File: config.mk
export PLATFORM = sky130hd
export DESIGN_NAME = afscal_seq
export DESIGN_NICKNAME = d
export VERILOG_FILES = /design/src/inc/afscal_pkg.sv /design/src/verilog/afscal_tick.sv /design/src/verilog/afscal_seq.sv
export SDC_FILE = /design/constraint.sdc
export NUM_CORES = 1
export LEC_CHECK = 0
export ABC_AREA = 1
export BUFFER_PORTS_ARGS = -buffer_cell sky130_fd_sc_hd__buf_2
export CAP_MARGIN = 10
export CORE_ASPECT_RATIO = 1.5
export CORE_UTILIZATION = 40
export CTS_CLUSTER_SIZE = 30
export DETAILED_ROUTE_END_ITERATION = 12
export GPL_TIMING_DRIVEN = 0
export PLACE_DENSITY = 0.59
export SETUP_SLACK_MARGIN = 0.4
export SKIP_LAST_GASP = 1
export SYNTH_ARGS = -nofsm -noshare
export SYNTH_HDL_FRONTEND = slang
export SYNTH_SLANG_ARGS = --single-unit
File: constraint.sdc
create_clock -name i_mclk -period 3.1 [get_ports i_mclk]
set_input_delay 0.465 -clock i_mclk [delete_from_list [all_inputs] [get_ports i_mclk]]
set_output_delay 0.465 -clock i_mclk [all_outputs]
set_load 0.005 [all_outputs]
File: src/inc/afscal_pkg.sv
// Package for the full-scale calibration sequencer: mode codes, timing and reset values.
// Assumes a single master clock domain; everything else is plain ports.
`default_nettype none
package afscal_pkg;
  localparam logic [2:0] AFS_MODE_IDLE = 3'h0;
  localparam logic [2:0] AFS_MODE_CONT = 3'h1;
  localparam logic [2:0] AFS_MODE_SINGLE = 3'h2;
  localparam logic [2:0] AFS_MODE_STBY = 3'h3;
  localparam logic [2:0] AFS_MODE_ZS_INT = 3'h4;
  localparam logic [2:0] AFS_MODE_FS_INT = 3'h5;
  localparam logic [2:0] AFS_MODE_ZS_SYS = 3'h6;
  localparam logic [2:0] AFS_MODE_FS_SYS = 3'h7;
  localparam int AFS_CAL_PERIODS_CHOP = 22;
  localparam int AFS_CAL_PERIODS_NOCHOP = 24;
  localparam int AFS_MOD_CYCLE_CLKS = 16;
  localparam int AFS_CONV_PERIODS = 3;
  localparam logic [2:0] AFS_RESET_MODE = 3'h0;
  localparam logic [2:0] AFS_RESET_RANGE = 3'h4;
  localparam logic [11:0] AFS_RESET_RATE_DIV = 12'h200;
  localparam logic [23:0] AFS_NOM_GAIN = 24'h594000;
  localparam logic [23:0] AFS_NOM_OFFSET = 24'h800000;
  localparam logic [23:0] AFS_RESET_DATA = 24'h000000;
endpackage
`default_nettype wire

File: src/verilog/afscal_tick.sv
// Output-rate period tick generator: prescale by one modulator cycle, then divide by the rate divisor.
// Assumes i_rate_div is held stable by the host while a sequence runs.
`default_nettype none
module afscal_tick
  import afscal_pkg::*;
#(
  parameter int DIV_W = 12
) (
  input wire logic i_mclk,
  input wire logic i_rst_n,
  input wire logic i_restart,
  input wire logic [DIV_W-1:0] i_rate_div,
  output logic o_mod_tick,
  output logic o_period_tick
);
  typedef struct packed {
    logic [3:0] pre;
    logic [DIV_W-1:0] cnt;
    logic mod_tick;
    logic period_tick;
  } afs_tick_t;
  afs_tick_t state_reg;
  afs_tick_t state_next;

  // A one-bit divider cannot tell a wrap from a hold, so it is refused when the design is built.
  if (DIV_W < 2) begin : g_div_w_check
    $error("afscal_tick: DIV_W too small");
  end

  // All rates come from the master clock, so halving it doubles every duration.
  always_comb begin
    state_next = state_reg;
    state_next.mod_tick = 1'b0;
    state_next.period_tick = 1'b0;
    if (i_restart) begin
      state_next.pre = '0;
      state_next.cnt = '0;
    end else if (state_reg.pre == 4'(AFS_MOD_CYCLE_CLKS - 1)) begin // RULE15
      state_next.pre = '0;
      state_next.mod_tick = 1'b1;
      if (state_reg.cnt + DIV_W'(1) >= i_rate_div) begin
        state_next.cnt = '0;
        state_next.period_tick = 1'b1;
      end else begin
        state_next.cnt = state_reg.cnt + DIV_W'(1);
      end
    end else begin
      state_next.pre = state_reg.pre + 4'h1;
    end
  end

  always_ff @(posedge i_mclk or negedge i_rst_n) begin
    if (!i_rst_n) begin
      state_reg <= '0;
    end else begin
      state_reg <= state_next;
    end
  end

  assign o_mod_tick = state_reg.mod_tick;
  assign o_period_tick = state_reg.period_tick;
endmodule
`default_nettype wire

File: src/verilog/afscal_seq.sv
// Calibration and conversion sequencer: mode field, ready line, per-channel coefficients.
// Assumes the serial port delivers a one-cycle mode write strobe with the new field values.
`default_nettype none
//////////////////////////////////////////////////////////////////////////////
// Functional notes
// RULE1: Mode 1,1,1 starts system full-scale calibration on the selected input.
// RULE2: Calibration uses the gain chosen by the input range field.
// RULE3: Calibration lasts 22 periods with chop, 24 without.
// RULE4: On completion the mode field returns to 0,0,0.
// RULE5: Ready goes high at calibration start, low at completion.
// RULE6: Only selected channel gain updates; no data result produced.
// RULE7: Host must write 0,0,1 or 0,1,0 to convert again.
// RULE8: Ready may rise up to one modulator cycle after the command.
// RULE9: Host ignores ready for one modulator cycle after the command.
// RULE10: Host runs zero-scale calibration before full-scale in a full calibration.
// RULE11: Later full-scale calibrations alone adjust only the gain point.
// RULE12: Reset loads defaults, nominal coefficients in calibration registers.
// RULE13: Host should calibrate after power-up.
// RULE14: Host waits oscillator start-up before any calibration.
// RULE15: All rates and calibration time derive from the master clock.
// RULE16: With chop, host calibrates only after power-up or reset; the bench runs two more chop calibrations without a reset.
// RULE17: Mode 1,1,0 starts system zero-scale calibration updating offset.
// RULE18: Mode 0,1,0 runs one conversion then returns to idle.
// RULE19: Completion counts output-rate periods at the programmed rate.
module afscal_seq
  import afscal_pkg::*;
#(
  parameter int NCH = 3,
  parameter int CH_W = 2,
  parameter int DIV_W = 12
) (
  input wire logic i_mclk,
  input wire logic i_rst_n,
  input wire logic i_mode_wr,
  input wire logic i_op_mode_bit2,
  input wire logic i_op_mode_bit1,
  input wire logic i_op_mode_bit0,
  input wire logic [2:0] i_input_range,
  input wire logic [CH_W-1:0] i_channel,
  input wire logic i_chop_enable,
  input wire logic [DIV_W-1:0] i_rate_div,
  input wire logic [23:0] i_measure,
  input wire logic [CH_W-1:0] i_coef_sel,
  output logic [2:0] o_op_mode,
  output logic o_rdy_n,
  output logic o_cal_busy,
  output logic [2:0] o_pga_range,
  output logic [23:0] o_data,
  output logic [23:0] o_gain_coef,
  output logic [23:0] o_offset_coef,
  output logic o_gain_upd
);
  typedef enum {AFS_IDLE, AFS_ARM, AFS_RUN, AFS_CONT} afs_state_t;
  typedef struct packed {
    afs_state_t fsm;
    logic [2:0] mode;
    logic [2:0] range;
    logic [CH_W-1:0] ch;
    logic [5:0] periods;
    logic [5:0] target;
    logic rdy_n;
    logic busy;
    logic gain_upd;
    logic [23:0] data;
    logic [23:0] gain_o;
    logic [23:0] offs_o;
    logic [NCH-1:0][23:0] gain;
    logic [NCH-1:0][23:0] offs;
  } afs_seq_t;
  afs_seq_t state_reg;
  afs_seq_t state_next;
  logic mod_tick;
  logic period_tick;
  logic [2:0] wr_mode;

  // The channel select must be able to address every channel.
  if (NCH < 1 || NCH > (1 << CH_W)) begin : g_nch_check
    $error("afscal_seq: NCH does not fit CH_W");
  end

  assign wr_mode = {i_op_mode_bit2, i_op_mode_bit1, i_op_mode_bit0};

  afscal_tick #(.DIV_W(DIV_W)) u_tick (
    .i_mclk(i_mclk),
    .i_rst_n(i_rst_n),
    .i_restart(1'b0),
    .i_rate_div(i_rate_div),
    .o_mod_tick(mod_tick),
    .o_period_tick(period_tick)
  );

  //////////////////////////////////////////////////////////////////////////////
  always_comb begin
    state_next = state_reg;
    state_next.gain_upd = 1'b0;
    if (i_mode_wr) begin
      state_next.mode = wr_mode;
      state_next.range = i_input_range; // RULE2
      state_next.ch = i_channel;
      state_next.periods = '0;
      unique case (wr_mode)
        AFS_MODE_FS_SYS, AFS_MODE_ZS_SYS, AFS_MODE_SINGLE: begin // RULE1 RULE17 RULE18
          // Ready rises at the next modulator tick, never later than one modulator cycle.
          state_next.fsm = AFS_ARM; // RULE8
          state_next.target = wr_mode == AFS_MODE_SINGLE ? 6'(AFS_CONV_PERIODS) :
            (i_chop_enable ? 6'(AFS_CAL_PERIODS_CHOP) : 6'(AFS_CAL_PERIODS_NOCHOP)); // RULE3
        end
        AFS_MODE_CONT: begin
          // Continuous conversion pulses ready on its own, so it never counts as busy.
          state_next.fsm = AFS_CONT;
          state_next.target = 6'(AFS_CONV_PERIODS);
          state_next.busy = 1'b0;
        end
        AFS_MODE_STBY: begin
          state_next.fsm = AFS_IDLE;
          state_next.rdy_n = 1'b1;
          state_next.busy = 1'b0;
        end
        default: begin
          // Other modes are outside this block; the sequencer just idles.
          state_next.fsm = AFS_IDLE;
          state_next.busy = 1'b0;
        end
      endcase
    end else begin
      unique case (state_reg.fsm)
        AFS_IDLE: begin
        end
        AFS_ARM: begin
          if (mod_tick) begin
            state_next.fsm = AFS_RUN;
            state_next.rdy_n = 1'b1; // RULE5
            state_next.busy = 1'b1;
          end
        end
        AFS_RUN: begin
          if (period_tick) begin
            state_next.periods = state_reg.periods + 6'h1; // RULE19
            if (state_reg.periods + 6'h1 >= state_reg.target) begin
              state_next.fsm = AFS_IDLE;
              state_next.mode = AFS_MODE_IDLE; // RULE4 RULE18
              state_next.rdy_n = 1'b0; // RULE5
              state_next.busy = 1'b0;
              state_next.periods = '0;
              // Calibrations touch one coefficient only; the data word is left alone.
              if (state_reg.mode == AFS_MODE_FS_SYS) begin
                state_next.gain[state_reg.ch] = i_measure; // RULE6 RULE11
                state_next.gain_upd = 1'b1;
              end else if (state_reg.mode == AFS_MODE_ZS_SYS) begin
                state_next.offs[state_reg.ch] = i_measure; // RULE17
              end else begin
                state_next.data = i_measure;
              end
            end
          end
        end
        AFS_CONT: begin
          if (period_tick) begin
            state_next.periods = state_reg.periods + 6'h1;
            state_next.rdy_n = 1'b1;
            if (state_reg.periods + 6'h1 >= state_reg.target) begin
              state_next.periods = '0;
              state_next.data = i_measure;
              state_next.rdy_n = 1'b0;
            end
          end
        end
      endcase
    end
    state_next.gain_o = state_next.gain[i_coef_sel];
    state_next.offs_o = state_next.offs[i_coef_sel];
  end

  always_ff @(posedge i_mclk or negedge i_rst_n) begin
    if (!i_rst_n) begin
      state_reg.fsm <= AFS_IDLE; // RULE12
      state_reg.mode <= AFS_RESET_MODE;
      state_reg.range <= AFS_RESET_RANGE;
      state_reg.ch <= '0;
      state_reg.periods <= '0;
      state_reg.target <= '0;
      state_reg.rdy_n <= 1'b1;
      state_reg.busy <= 1'b0;
      state_reg.gain_upd <= 1'b0;
      state_reg.data <= AFS_RESET_DATA;
      state_reg.gain_o <= AFS_NOM_GAIN;
      state_reg.offs_o <= AFS_NOM_OFFSET;
      state_reg.gain <= {NCH{AFS_NOM_GAIN}};
      state_reg.offs <= {NCH{AFS_NOM_OFFSET}};
    end else begin
      state_reg <= state_next;
    end
  end

  assign o_op_mode = state_reg.mode;
  assign o_rdy_n = state_reg.rdy_n;
  assign o_cal_busy = state_reg.busy;
  assign o_pga_range = state_reg.range;
  assign o_data = state_reg.data;
  assign o_gain_coef = state_reg.gain_o;
  assign o_offset_coef = state_reg.offs_o;
  assign o_gain_upd = state_reg.gain_upd;

  //////////////////////////////////////////////////////////////////////////////
  AST_FS_START_ARMS: assert property (@(posedge i_mclk) disable iff (!i_rst_n) // RULE1
    i_mode_wr && wr_mode == AFS_MODE_FS_SYS |=> state_reg.fsm == AFS_ARM && state_reg.mode == AFS_MODE_FS_SYS)
    else $error("full-scale command did not arm");
  AST_RANGE_LATCHED: assert property (@(posedge i_mclk) disable iff (!i_rst_n) // RULE2
    i_mode_wr |=> o_pga_range == $past(i_input_range))
    else $error("range not latched");
  AST_TARGET_CHOP: assert property (@(posedge i_mclk) disable iff (!i_rst_n) // RULE3
    i_mode_wr && wr_mode == AFS_MODE_FS_SYS |=>
      state_reg.target == ($past(i_chop_enable) ? 6'(AFS_CAL_PERIODS_CHOP) : 6'(AFS_CAL_PERIODS_NOCHOP)))
    else $error("wrong calibration length");
  AST_MODE_CLEARS: assert property (@(posedge i_mclk) disable iff (!i_rst_n) // RULE4
    $fell(o_cal_busy) && !$past(i_mode_wr) |-> o_op_mode == AFS_MODE_IDLE)
    else $error("mode not cleared at completion");
  AST_RDY_HIGH_BUSY: assert property (@(posedge i_mclk) disable iff (!i_rst_n) // RULE5
    o_cal_busy |-> o_rdy_n)
    else $error("ready low during calibration");
  AST_RDY_WITHIN_MOD: assert property (@(posedge i_mclk) disable iff (!i_rst_n) // RULE8
    i_mode_wr && wr_mode == AFS_MODE_FS_SYS |-> ##[1:17] ((o_rdy_n && o_cal_busy) || i_mode_wr))
    else $error("ready late after calibration command");
  AST_NO_DATA_ON_CAL: assert property (@(posedge i_mclk) disable iff (!i_rst_n) // RULE6
    o_gain_upd |-> $stable(o_data))
    else $error("data changed by calibration");
  AST_GAIN_ONLY_FS: assert property (@(posedge i_mclk) disable iff (!i_rst_n) // RULE11
    o_gain_upd |-> $past(state_reg.mode) == AFS_MODE_FS_SYS && !o_cal_busy)
    else $error("gain update outside full-scale calibration");
  AST_RESET_NOMINAL: assert property (@(posedge i_mclk) // RULE12
    $rose(i_rst_n) |-> state_reg.gain[0] == AFS_NOM_GAIN && o_rdy_n)
    else $error("reset defaults missing");
  AST_PERIODS_BOUND: assert property (@(posedge i_mclk) disable iff (!i_rst_n) // RULE19
    state_reg.fsm == AFS_RUN |-> state_reg.periods < state_reg.target)
    else $error("period count overran");
  AST_SINGLE_IDLE: assert property (@(posedge i_mclk) disable iff (!i_rst_n) // RULE18
    $fell(o_cal_busy) && $past(o_op_mode) == AFS_MODE_SINGLE && !$past(i_mode_wr) |->
      o_op_mode == AFS_MODE_IDLE && !o_rdy_n)
    else $error("single conversion did not idle");
  AST_TICK_SPACING: assert property (@(posedge i_mclk) disable iff (!i_rst_n) // RULE15
    mod_tick |=> !mod_tick [*8])
    else $error("modulator tick too frequent");

  COV_FS_DONE: cover property (@(posedge i_mclk) disable iff (!i_rst_n) o_gain_upd);
  COV_ZS_START: cover property (@(posedge i_mclk) disable iff (!i_rst_n) i_mode_wr && wr_mode == AFS_MODE_ZS_SYS);
  COV_SINGLE: cover property (@(posedge i_mclk) disable iff (!i_rst_n)
    state_reg.fsm == AFS_RUN && state_reg.mode == AFS_MODE_SINGLE ##1 state_reg.fsm == AFS_IDLE);
  COV_RDY_FALL: cover property (@(posedge i_mclk) disable iff (!i_rst_n) $fell(o_rdy_n));
endmodule
`default_nettype wire

==> results of run 1 <==
[where the power goes]
part / total (mW) / internal, mW / switching (mW)
Combinational: 0.772 / 0.270 / 0.502
Clock: 3.40 / 2.02 / 1.37
Sequential: 3.49 / 3.45 / 0.0379
Total: 7.66 / 5.74 / 1.91
[critical path: stages (launching register included)]
cell       delay [ns]
dfrtp_1          0.44
ha_2             0.24
nand2_2          0.07
nor2_4           0.14
nand3_4          0.10
nor3_4           0.15
nand3_2          0.12
xor2_2           0.16
ha_1             0.30
nand2_2          0.11
o21ai_2          0.08
a21oi_2          0.15
nand3_4          0.13
clkbuf_16        0.18
o21ai_2          0.11
[cell families after synthesis]
kind of cell / Yosys count / synth area share, %
simple gates: 772 / 27.2
xor+xnor: 13 / 0.893
fa+ha+maj: 20 / 1.96
compound gates: 117 / 5.23
buf+inv: 369 / 13.9
flops: 258 / 50.9
[timing repair]
item / 4_1_cts / 5_1_grt
pin swaps: 4 / 16
gates cloned: 0 / 1
buffers inserted: 4 / 14
endpoints found under the setup margin: 83 / 143
gates resized for setup: 21 / 96
hold endpoints to repair: 67 / 0
hold buffers: 1 / 0
[placed cells by master, fill, tap and decap left out, types with 26 or more instances in the layout]
cell,synthesis,layout
nand2_1,458,451
dfrtp_1,232,231
inv_1,202,199
buf_2,25,140
nand3_1,135,129
nand4_1,124,124
buf_4,78,101
o21ai_1,39,47
clkbuf_1,42,35
clkbuf_16,0,28
nor2_1,32,26
o21a_1,26,26
dfstp_2,26,26
[layer usage]
layer  track usage, %  up-vias  part of all wire [%]
li1                 -     5251                     -
met1             27.1     5092                    39
met2             41.4      353                    51
met3             2.85       95                   5.5
met4             11.4        4                   5.1
met5                0        -                 0.065
[worst paths after layout]
path	from	end	slack, ns	cells past startpoint
worst max-delay path	u_tick.state_reg[2]	u_tick.state_reg[3]	0.56	14
worst min-delay path	i_input_range[2]	o_pga_range[2]	0.11	3
worst max register to register	u_tick.state_reg[2]	u_tick.state_reg[3]	0.56	14
worst min register to register	o_pga_range[2]	o_pga_range[2]	0.46	2
max in group asynchronous	i_rst_n	state_reg[140]	1.30	4
min in group asynchronous	i_rst_n	state_reg[127]	0.44	2
[final cells by class]
type / instances / area [sq um] / share of cell area (%)
sequential: 258 / 6490 / 42.1
timing repair buffer: 152 / 890 / 5.77
multi-input combinational: 922 / 4700 / 30.5
inverter: 207 / 777 / 5.04
clock buffer: 35 / 786 / 5.10
clock inverter: 13 / 148 / 0.958
tap: 405 / 507 / 3.29
buffer: 162 / 1110 / 7.23
==> impl_metrics.toml, run 1 <==
[synth]
ys_top_cells_by_count = "nand2_1 (458), dfrtp_1 (232), inv_1 (202)"
synth_cells = 1549
syn-num-nets = 1619
syn_area_sq_um = 12800
synth.yosys.seq_area_share_pct = 50.9
yosysMostFrequentCell = "nand2_1"
synth-edff-count = 0
netlist.area_leader.share_pct = 45.5
ys_ff_latch = 258
yosysUniqueCellTypes = 36
ys.warnings.count = 0
synthArstFlopShare_pct = 100
avgSynthCellArea_sq_um = 8.23
yosys.area.top_type = "dfrtp_1"
synthFlopType = "dfrtp_1"
synthTopCellsByArea = "dfrtp_1 (46%), nand2_1 (13%), nand4_1 (6.1%), inv_1 (5.9%), dfstp_2 (5.4%)"

[die]
rows = 79
die_area_sq_um = 32600
io_pins = 131
fp.dieH_um = 221
core_area_sq_um = 31200
die_x_um = 148
start_util_pct = 40.8

[worst_setup_path]
worst-endpoint-required_ns = 3.57
path_class = "flop to flop"
path_max_fanout = 5
cp.arrival_ns = 3.01
start_kind = "flop"
cp-end-kind = "flop"

[drt]
via_count = 10795
vias_per_cell = 5.01
dr.pass1.iters = 6
routedWlPerCell_um = 17.1
drt_iter0_drc = 659
finalWirelength_um = 36800
ant_nets = 0
drc_errors = 0

[sta]
hold_ws_ns = 0.107
hold_viol_final = 0
setup_violations = 0
setup_ws_ns = 0.556
fin_setup_tns_ns = 0
fin_crit_ns = 2.54
rsz0062_at_grt = "true"
slew_viol_final = 0
worst_pin_slew_ns = 0.691
timing.max_slew.rel_slack_pct = 53.9
fin_crit_sh_pct = 82.1
max_freq_mhz = 393
skew_ns = 0.0154

[placement]
postPlaceCellArea_sq_um = 14000
dpl.cell_count = 2086
io_buffers = 130
pre_cts_ws_ns = -0.00958
hpwl_um = 26500
gp_congestion = 0.928

[flow_run]
cap_violations = 0

[grt]
grt_pass1_vias = 10337
grt_overflow = 0
antenna_found_initial = 2
grt_pass1_wl_um = 57500
grt_max_degree = 105
grt_usage_pct = 23.0

[min_path]
hold_class = "primary input to flop"

[clocking]
clkSinkCount = 258
cts_tree = "built"
clockBufferDepth = 3
numCtsBuffers = 26
clk_pin_slew_ns = 0.06
clock_latency_ns = 0.55
cts-root-buf = "clkbuf_16"
htree_levels = 1

[finish]
largest_reg_flops = 159
utilization_pct = 49.3
fin_nets = 1799
fin_cells = 2154
area_growth_pct = 20.8
layout-drive-gt1-share_pct = 22.9
n_antenna_cell = 0
nFillCells = 3069
fin_area_sq_um = 15400

[pwr]
peakVddDrop_v = 0.000325
power.total_mw = 7.66
cellPowerDensity_nw_per_um2 = 497
p_leak_nw = 8.18

[status]
status = "completed"
Power figures use the tool's default switching activity.
==> inputs of run 2 (changes only) <==
==> constraint.sdc (replaced) <==
create_clock -name i_mclk -period 2.38 [get_ports i_mclk]
set_input_delay 0.357 -clock i_mclk [delete_from_list [all_inputs] [get_ports i_mclk]]
set_output_delay 0.357 -clock i_mclk [all_outputs]
set_load 0.005 [all_outputs]
==> impl_metrics.toml, run 2 (synthesis results as in run 1) <==
[worst_setup_path]
worst-endpoint-required_ns = 2.81
timing.critical_path.mode_cell = "nand2_1"
crit_slowest_cell = "dfrtp_1"
cp.arrival_ns = 3.06
path_max_fanout = 10
path_class = "flop to flop"
start_kind = "flop"
path_cells = "ha_4, ha_4, nand2_1, nand2_1, nand2_2, nand2_1, nand2_1, nand2_2, nand2_4, nand2_8, buf_12, buf_12, clkinv_8, nor2_4, buf_4, nand4_1, nand3_1, nand2_2"
crit_family = "simple AND/OR/NAND/NOR gates"
cp-end-kind = "flop"
critPathBufInv = 4
reg2reg_slack_ns = -0.25
cp_slowest_stage_delay_ns = 0.41

[grt]
grt_usage_pct = 26.6
grt_pass1_wl_um = 65800
grt_pass1_vias = 11864
grt_max_degree = 96
antenna_found_initial = 2
grt_overflow = 0

[pwr]
peakVddDrop_v = 0.000332
power.total_mw = 10.5
p_clk_share_pct = 43.3
internal_power_mw = 7.85
p_switching_mw = 2.68
swShare_pct = 25.4
pwr-share-comb_pct = 13.5
cellPowerDensity_nw_per_um2 = 563
p_leak_nw = 9.42
seqPwrFrac_pct = 43.2

[clocking]
clock_latency_ns = 0.56
htree_levels = 1
clkSinkCount = 258
cts-root-buf = "clkbuf_16"
clk_pin_slew_ns = 0.06
cts_tree = "built"
clockBufferDepth = 3
numCtsBuffers = 26

[placement]
io_buffers = 130
gp_congestion = 0.874
hpwl_um = 26900
pre_cts_ws_ns = -0.411

[finish]
layout_commonest_cell = "nand2_1"
final_cell_mix = "nand2_1 (251), dfrtp_1 (232), inv_1 (174)"
area_growth_pct = 46.5
layout-drive-gt1-share_pct = 44.5
utilization_pct = 59.8
largest_reg_flops = 159
fin_nets = 1895
n_antenna_cell = 0

[min_path]
hold_class = "primary input to flop"

[status]
status = "complete, but fails checks"
violations = "setup timing"

[drt]
finalWirelength_um = 44200
wl_met2_um = 22500
via_count = 11950
drc_errors = 0
met3_wirelength_um = 2540
dr.pass1.iters = 8
routedWlPerCell_um = 19.7
topRoutingLayerUsed = "met5"
ant_nets = 0
drt_iter0_drc = 728
vias_per_cell = 5.31
wl_met1_um = 16000

[sta]
skew_ns = 0.0210
fin_crit_ns = 2.63
fin_setup_tns_ns = -16.17
rsz0062_at_grt = "true"
fin_crit_sh_pct = 111
setup_violations = 153
hold_viol_final = 0
setup_ws_ns = -0.255
worst_pin_slew_ns = 0.825
max_freq_mhz = 380
timing.max_slew.rel_slack_pct = 45.0
slew_viol_final = 0

[die]
die_x_um = 148
rows = 79
fp.dieH_um = 221
die_area_sq_um = 32600
io_pins = 131
start_util_pct = 40.8
core_area_sq_um = 31200

[flow_run]
cap_violations = 0
run 2: cell types whose count changed in the layout (fill, tap and decap cells not counted), sizes merged:
cell	previous run	this run
buf	271	369
bufinv	3	4
clkbuf	77	79
clkinv	8	4
clkinvlp	3	2
dlygate4sd3	1	2
inv	206	205
run 2: worst register-to-register path: cells and delay by family (launching register included):
kind                     cells  cell delay [ns]
buffers and inverters        4             0.54
adder cells (fa/ha/maj)      2             0.53
flip-flops                   1             0.41
AND/OR/NAND/NOR             12             1.02
run 2: repair_timing:
| action | 4_1_cts | 5_1_grt |
|---|---|---|
| gates cloned | 27 | 1 |
| hold endpoints to repair | 68 | 0 |
| gates resized for setup | 324 | 278 |
| pin swaps | 95 | 119 |
| setup buffers | 60 | 26 |
| endpoints found under the setup margin | 242 | 242 |
| hold buffers | 2 | 0 |
run 2: through the flow:
step / hold WS, ns / instances / instance area (sq um)
after detailed placement: 0.352 / 2086 / 14200
after global placement: 0.449 / 2084 / 14200
after global routing: 0.0273 / 2250 / 18700
after floorplan: 0.0614 / 1549 / 13000
final: 0.0219 / 2250 / 18700
after CTS: 0.00582 / 2223 / 17500
run 2: area by class of cell:
| class | count | area, sq um |
|---|---|---|
| buffer | 162 | 1370 |
| clock buffer | 40 | 805 |
| clock inverter | 8 | 145 |
| fill | 2627 | 12600 |
| inverter | 207 | 792 |
| multi-input combinational | 922 | 6230 |
| sequential | 258 | 6490 |
| tap | 405 | 507 |
| timing repair buffer | 248 | 2340 |
run 2: routing by layer:
metal,vias up,track usage [%]
met5,-,0
met4,4,19.0
met3,160,4.00
met2,504,46.5
met1,5817,29.5
li1,5465,-
run 2: power groups by stage:
| stage | clock [mW] | sequential (mW) | combinational, mW |
|---|---|---|---|
| after floorplan | 0 | 4.61 | 0.568 |
| after global placement | 0 | 4.62 | 0.991 |
| after detailed placement | 0 | 4.62 | 1.01 |
| after CTS | 4.60 | 4.54 | 1.31 |
| after global routing | 4.78 | 4.55 | 1.51 |
| final | 4.56 | 4.55 | 1.42 |
run 2: final timing paths:
path / from / to / depth (start not counted)
max: state_reg[226] / o_gain_coef[17] / 18
min in group asynchronous: i_rst_n / state_reg[106] / 2
min: i_input_range[1] / o_pga_range[1] / 3
max reg2reg: state_reg[226] / o_gain_coef[17] / 18
max in group asynchronous: i_rst_n / o_gain_coef[16] / 3
min reg2reg: state_reg[37] / state_reg[37] / 2
==> inputs of run 3 (changes only) <==
--- a/config.mk
+++ b/config.mk
@@ -13,7 +13,7 @@
 export CTS_CLUSTER_SIZE = 30
 export DETAILED_ROUTE_END_ITERATION = 12
 export GPL_TIMING_DRIVEN = 0
-export PLACE_DENSITY = 0.59
+export PLACE_DENSITY = 0.61
 export SETUP_SLACK_MARGIN = 0.4
 export SKIP_LAST_GASP = 1
 export SYNTH_ARGS = -nofsm -noshare
==> constraint.sdc (replaced) <==
create_clock -name i_mclk -period 2.2 [get_ports i_mclk]
set_input_delay 0.33 -clock i_mclk [delete_from_list [all_inputs] [get_ports i_mclk]]
set_output_delay 0.33 -clock i_mclk [all_outputs]
set_load 0.005 [all_outputs]
==> impl_metrics.toml, run 3 (synthesis results as in run 1) <==
[finish]
area_growth_pct = 36.4
layout-drive-gt1-share_pct = 34.6
layout_commonest_cell = "nand2_1"
fin_cells = 2222
largest_reg_flops = 159
n_antenna_cell = 0
fin_nets = 1867
final_cell_mix = "nand2_1 (355), dfrtp_1 (232), inv_1 (195)"

[worst_setup_path]
path_max_fanout = 8
reg2reg_slack_ns = -0.40
reg2reg_depth = 20
critPathBufInv = 4
cp_slowest_stage_delay_ns = 0.41
rr_startpoint = "state_reg[226]"
path_class = "flop to flop"
crit_slowest_cell = "dfrtp_1"
cp-end-kind = "flop"
r2r-end = "o_gain_coef[15]"
cp.arrival_ns = 3.03
crit_family = "simple AND/OR/NAND/NOR gates"
worst-endpoint-required_ns = 2.63
path_cells = "ha_4, nand2_4, inv_4, nor2_4, ha_4, nand2_1, nand2_1, nand2_1, nand2_1, nand2_2, nand2_4, buf_12, buf_12, nand3_4, buf_8, nand2_2, nand2_2, nand2_2, nand3_2, nand2_2"
start_kind = "flop"
timing.critical_path.mode_cell = "nand2_2"

[clocking]
clockBufferDepth = 3
htree_levels = 1
numCtsBuffers = 26
clk_pin_slew_ns = 0.06
clkSinkCount = 258
clock_latency_ns = 0.56
cts-root-buf = "clkbuf_16"
cts_tree = "built"

[sta]
fin_crit_sh_pct = 118
slew_viol_final = 0
skew_ns = 0.0244
fin_crit_ns = 2.60
setup_ws_ns = -0.403
worst_pin_slew_ns = 0.816
max_freq_mhz = 384
setup_violations = 228
hold_ws_ns = 0.00460
timing.max_slew.rel_slack_pct = 45.6
hold_viol_final = 0
rsz0062_at_grt = "true"

[die]
start_util_pct = 40.8
core_area_sq_um = 31200
die_x_um = 148
io_pins = 131
die_area_sq_um = 32600
rows = 79
fp.dieH_um = 221

[pwr]
power.total_mw = 11.2
p_leak_nw = 9.01
cellPowerDensity_nw_per_um2 = 644
peakVddDrop_v = 0.000442

[min_path]
hold_end = "state_reg[232]"
hold_class = "primary input to flop"
min_path_cells = 3
hold_start = "i_channel[1]"

[drt]
drc_errors = 0
finalWirelength_um = 41100
vias_per_cell = 5.18
via_count = 11509
ant_nets = 0
routedWlPerCell_um = 18.5
drt_iter0_drc = 923
dr.pass1.iters = 6

[grt]
grt_use_met1_pct = 28.4
grt_max_degree = 121
grt_usage_pct = 25.4
grt_pass1_vias = 11470
antenna_found_initial = 3
grt_overflow = 0
grt_pass1_wl_um = 63100
grt_util_met2_pct = 45.2
grt.met3_usage_pct = 4.27
grt_most_used_layer = "met2"

[placement]
gp_congestion = 0.874
pre_cts_ws_ns = -0.609
hpwl_um = 26800
io_buffers = 130
dpl.cell_count = 2086

[flow_run]
cap_violations = 0

[status]
status = "complete, but fails checks"
violations = "setup timing"
-- run 3: timing repair --
item | 4_1_cts | 5_1_grt
cloned | 16 | 2
endpoints found under the hold margin | 31 | 0
endpoints found under the setup margin | 242 | 250
pin swaps | 70 | 101
resized for setup | 198 | 142
hold buffers | 6 | 0
setup buffers | 38 | 26
-- run 3: tightest hold or removal path, stage by stage --
cell	delay [ns]
buf_2	0.09
nor2_1	0.04
nor2_1	0.07
-- run 3: metrics by stage --
| stage | setup TNS, ns | util, % | instance area (sq um) |
|---|---|---|---|
| 2_1_floorplan | -0.694 | - | 13000 |
| 3_3_place_gp | -1028.06 | 45.4 | 14200 |
| 3_5_place_dp | -64.23 | 45.6 | 14300 |
| 4_1_cts | -26.11 | 53.2 | 16600 |
| 5_1_grt | -74.40 | 55.7 | 17400 |
| 6_report | -38.90 | 55.7 | 17400 |
-- run 3: routing by layer --
| metal | part of all wire (%) | vias to the layer above |
|---|---|---|
| li1 | - | 5398 |
| met1 | 36 | 5515 |
| met2 | 51 | 446 |
| met3 | 6.2 | 144 |
| met4 | 5.9 | 6 |
| met5 | 0.078 | - |
-- run 3: worst max path at each step --
stage	endpoint	startpoint	cells after the start	slack [ns]
2_1_floorplan	u_tick.state_reg[5]	u_tick.state_reg[2]	14	-0.06
3_3_place_gp	o_offset_coef[20]	i_rst_n	1	-3.96
3_5_place_dp	o_offset_coef[13]	state_reg[225]	16	-0.61
4_1_cts	u_tick.o_period_tick	u_tick.state_reg[3]	15	-0.31
5_1_grt	o_gain_coef[13]	state_reg[226]	17	-0.55
6_report	o_gain_coef[15]	state_reg[226]	20	-0.40
-- run 3: layout make-up --
type                            instances  area, sq um
Clock buffer                           38          767
Buffer                                162         1350
Tap cell                              405          507
Fill cell                            2852        13800
Multi-Input combinational cell        922         5540
Timing Repair Buffer                  220         1810
Inverter                              207          787
Sequential cell                       258         6490
Clock inverter                         10          156
-- run 3: report_power, final --
part           leakage (nW)  internal [mW]  switching [mW]
sequential             3.09           4.86          0.0527
combinational          5.46          0.594           0.839
clock                 0.452           2.89            1.97
total                  9.01           8.34            2.86
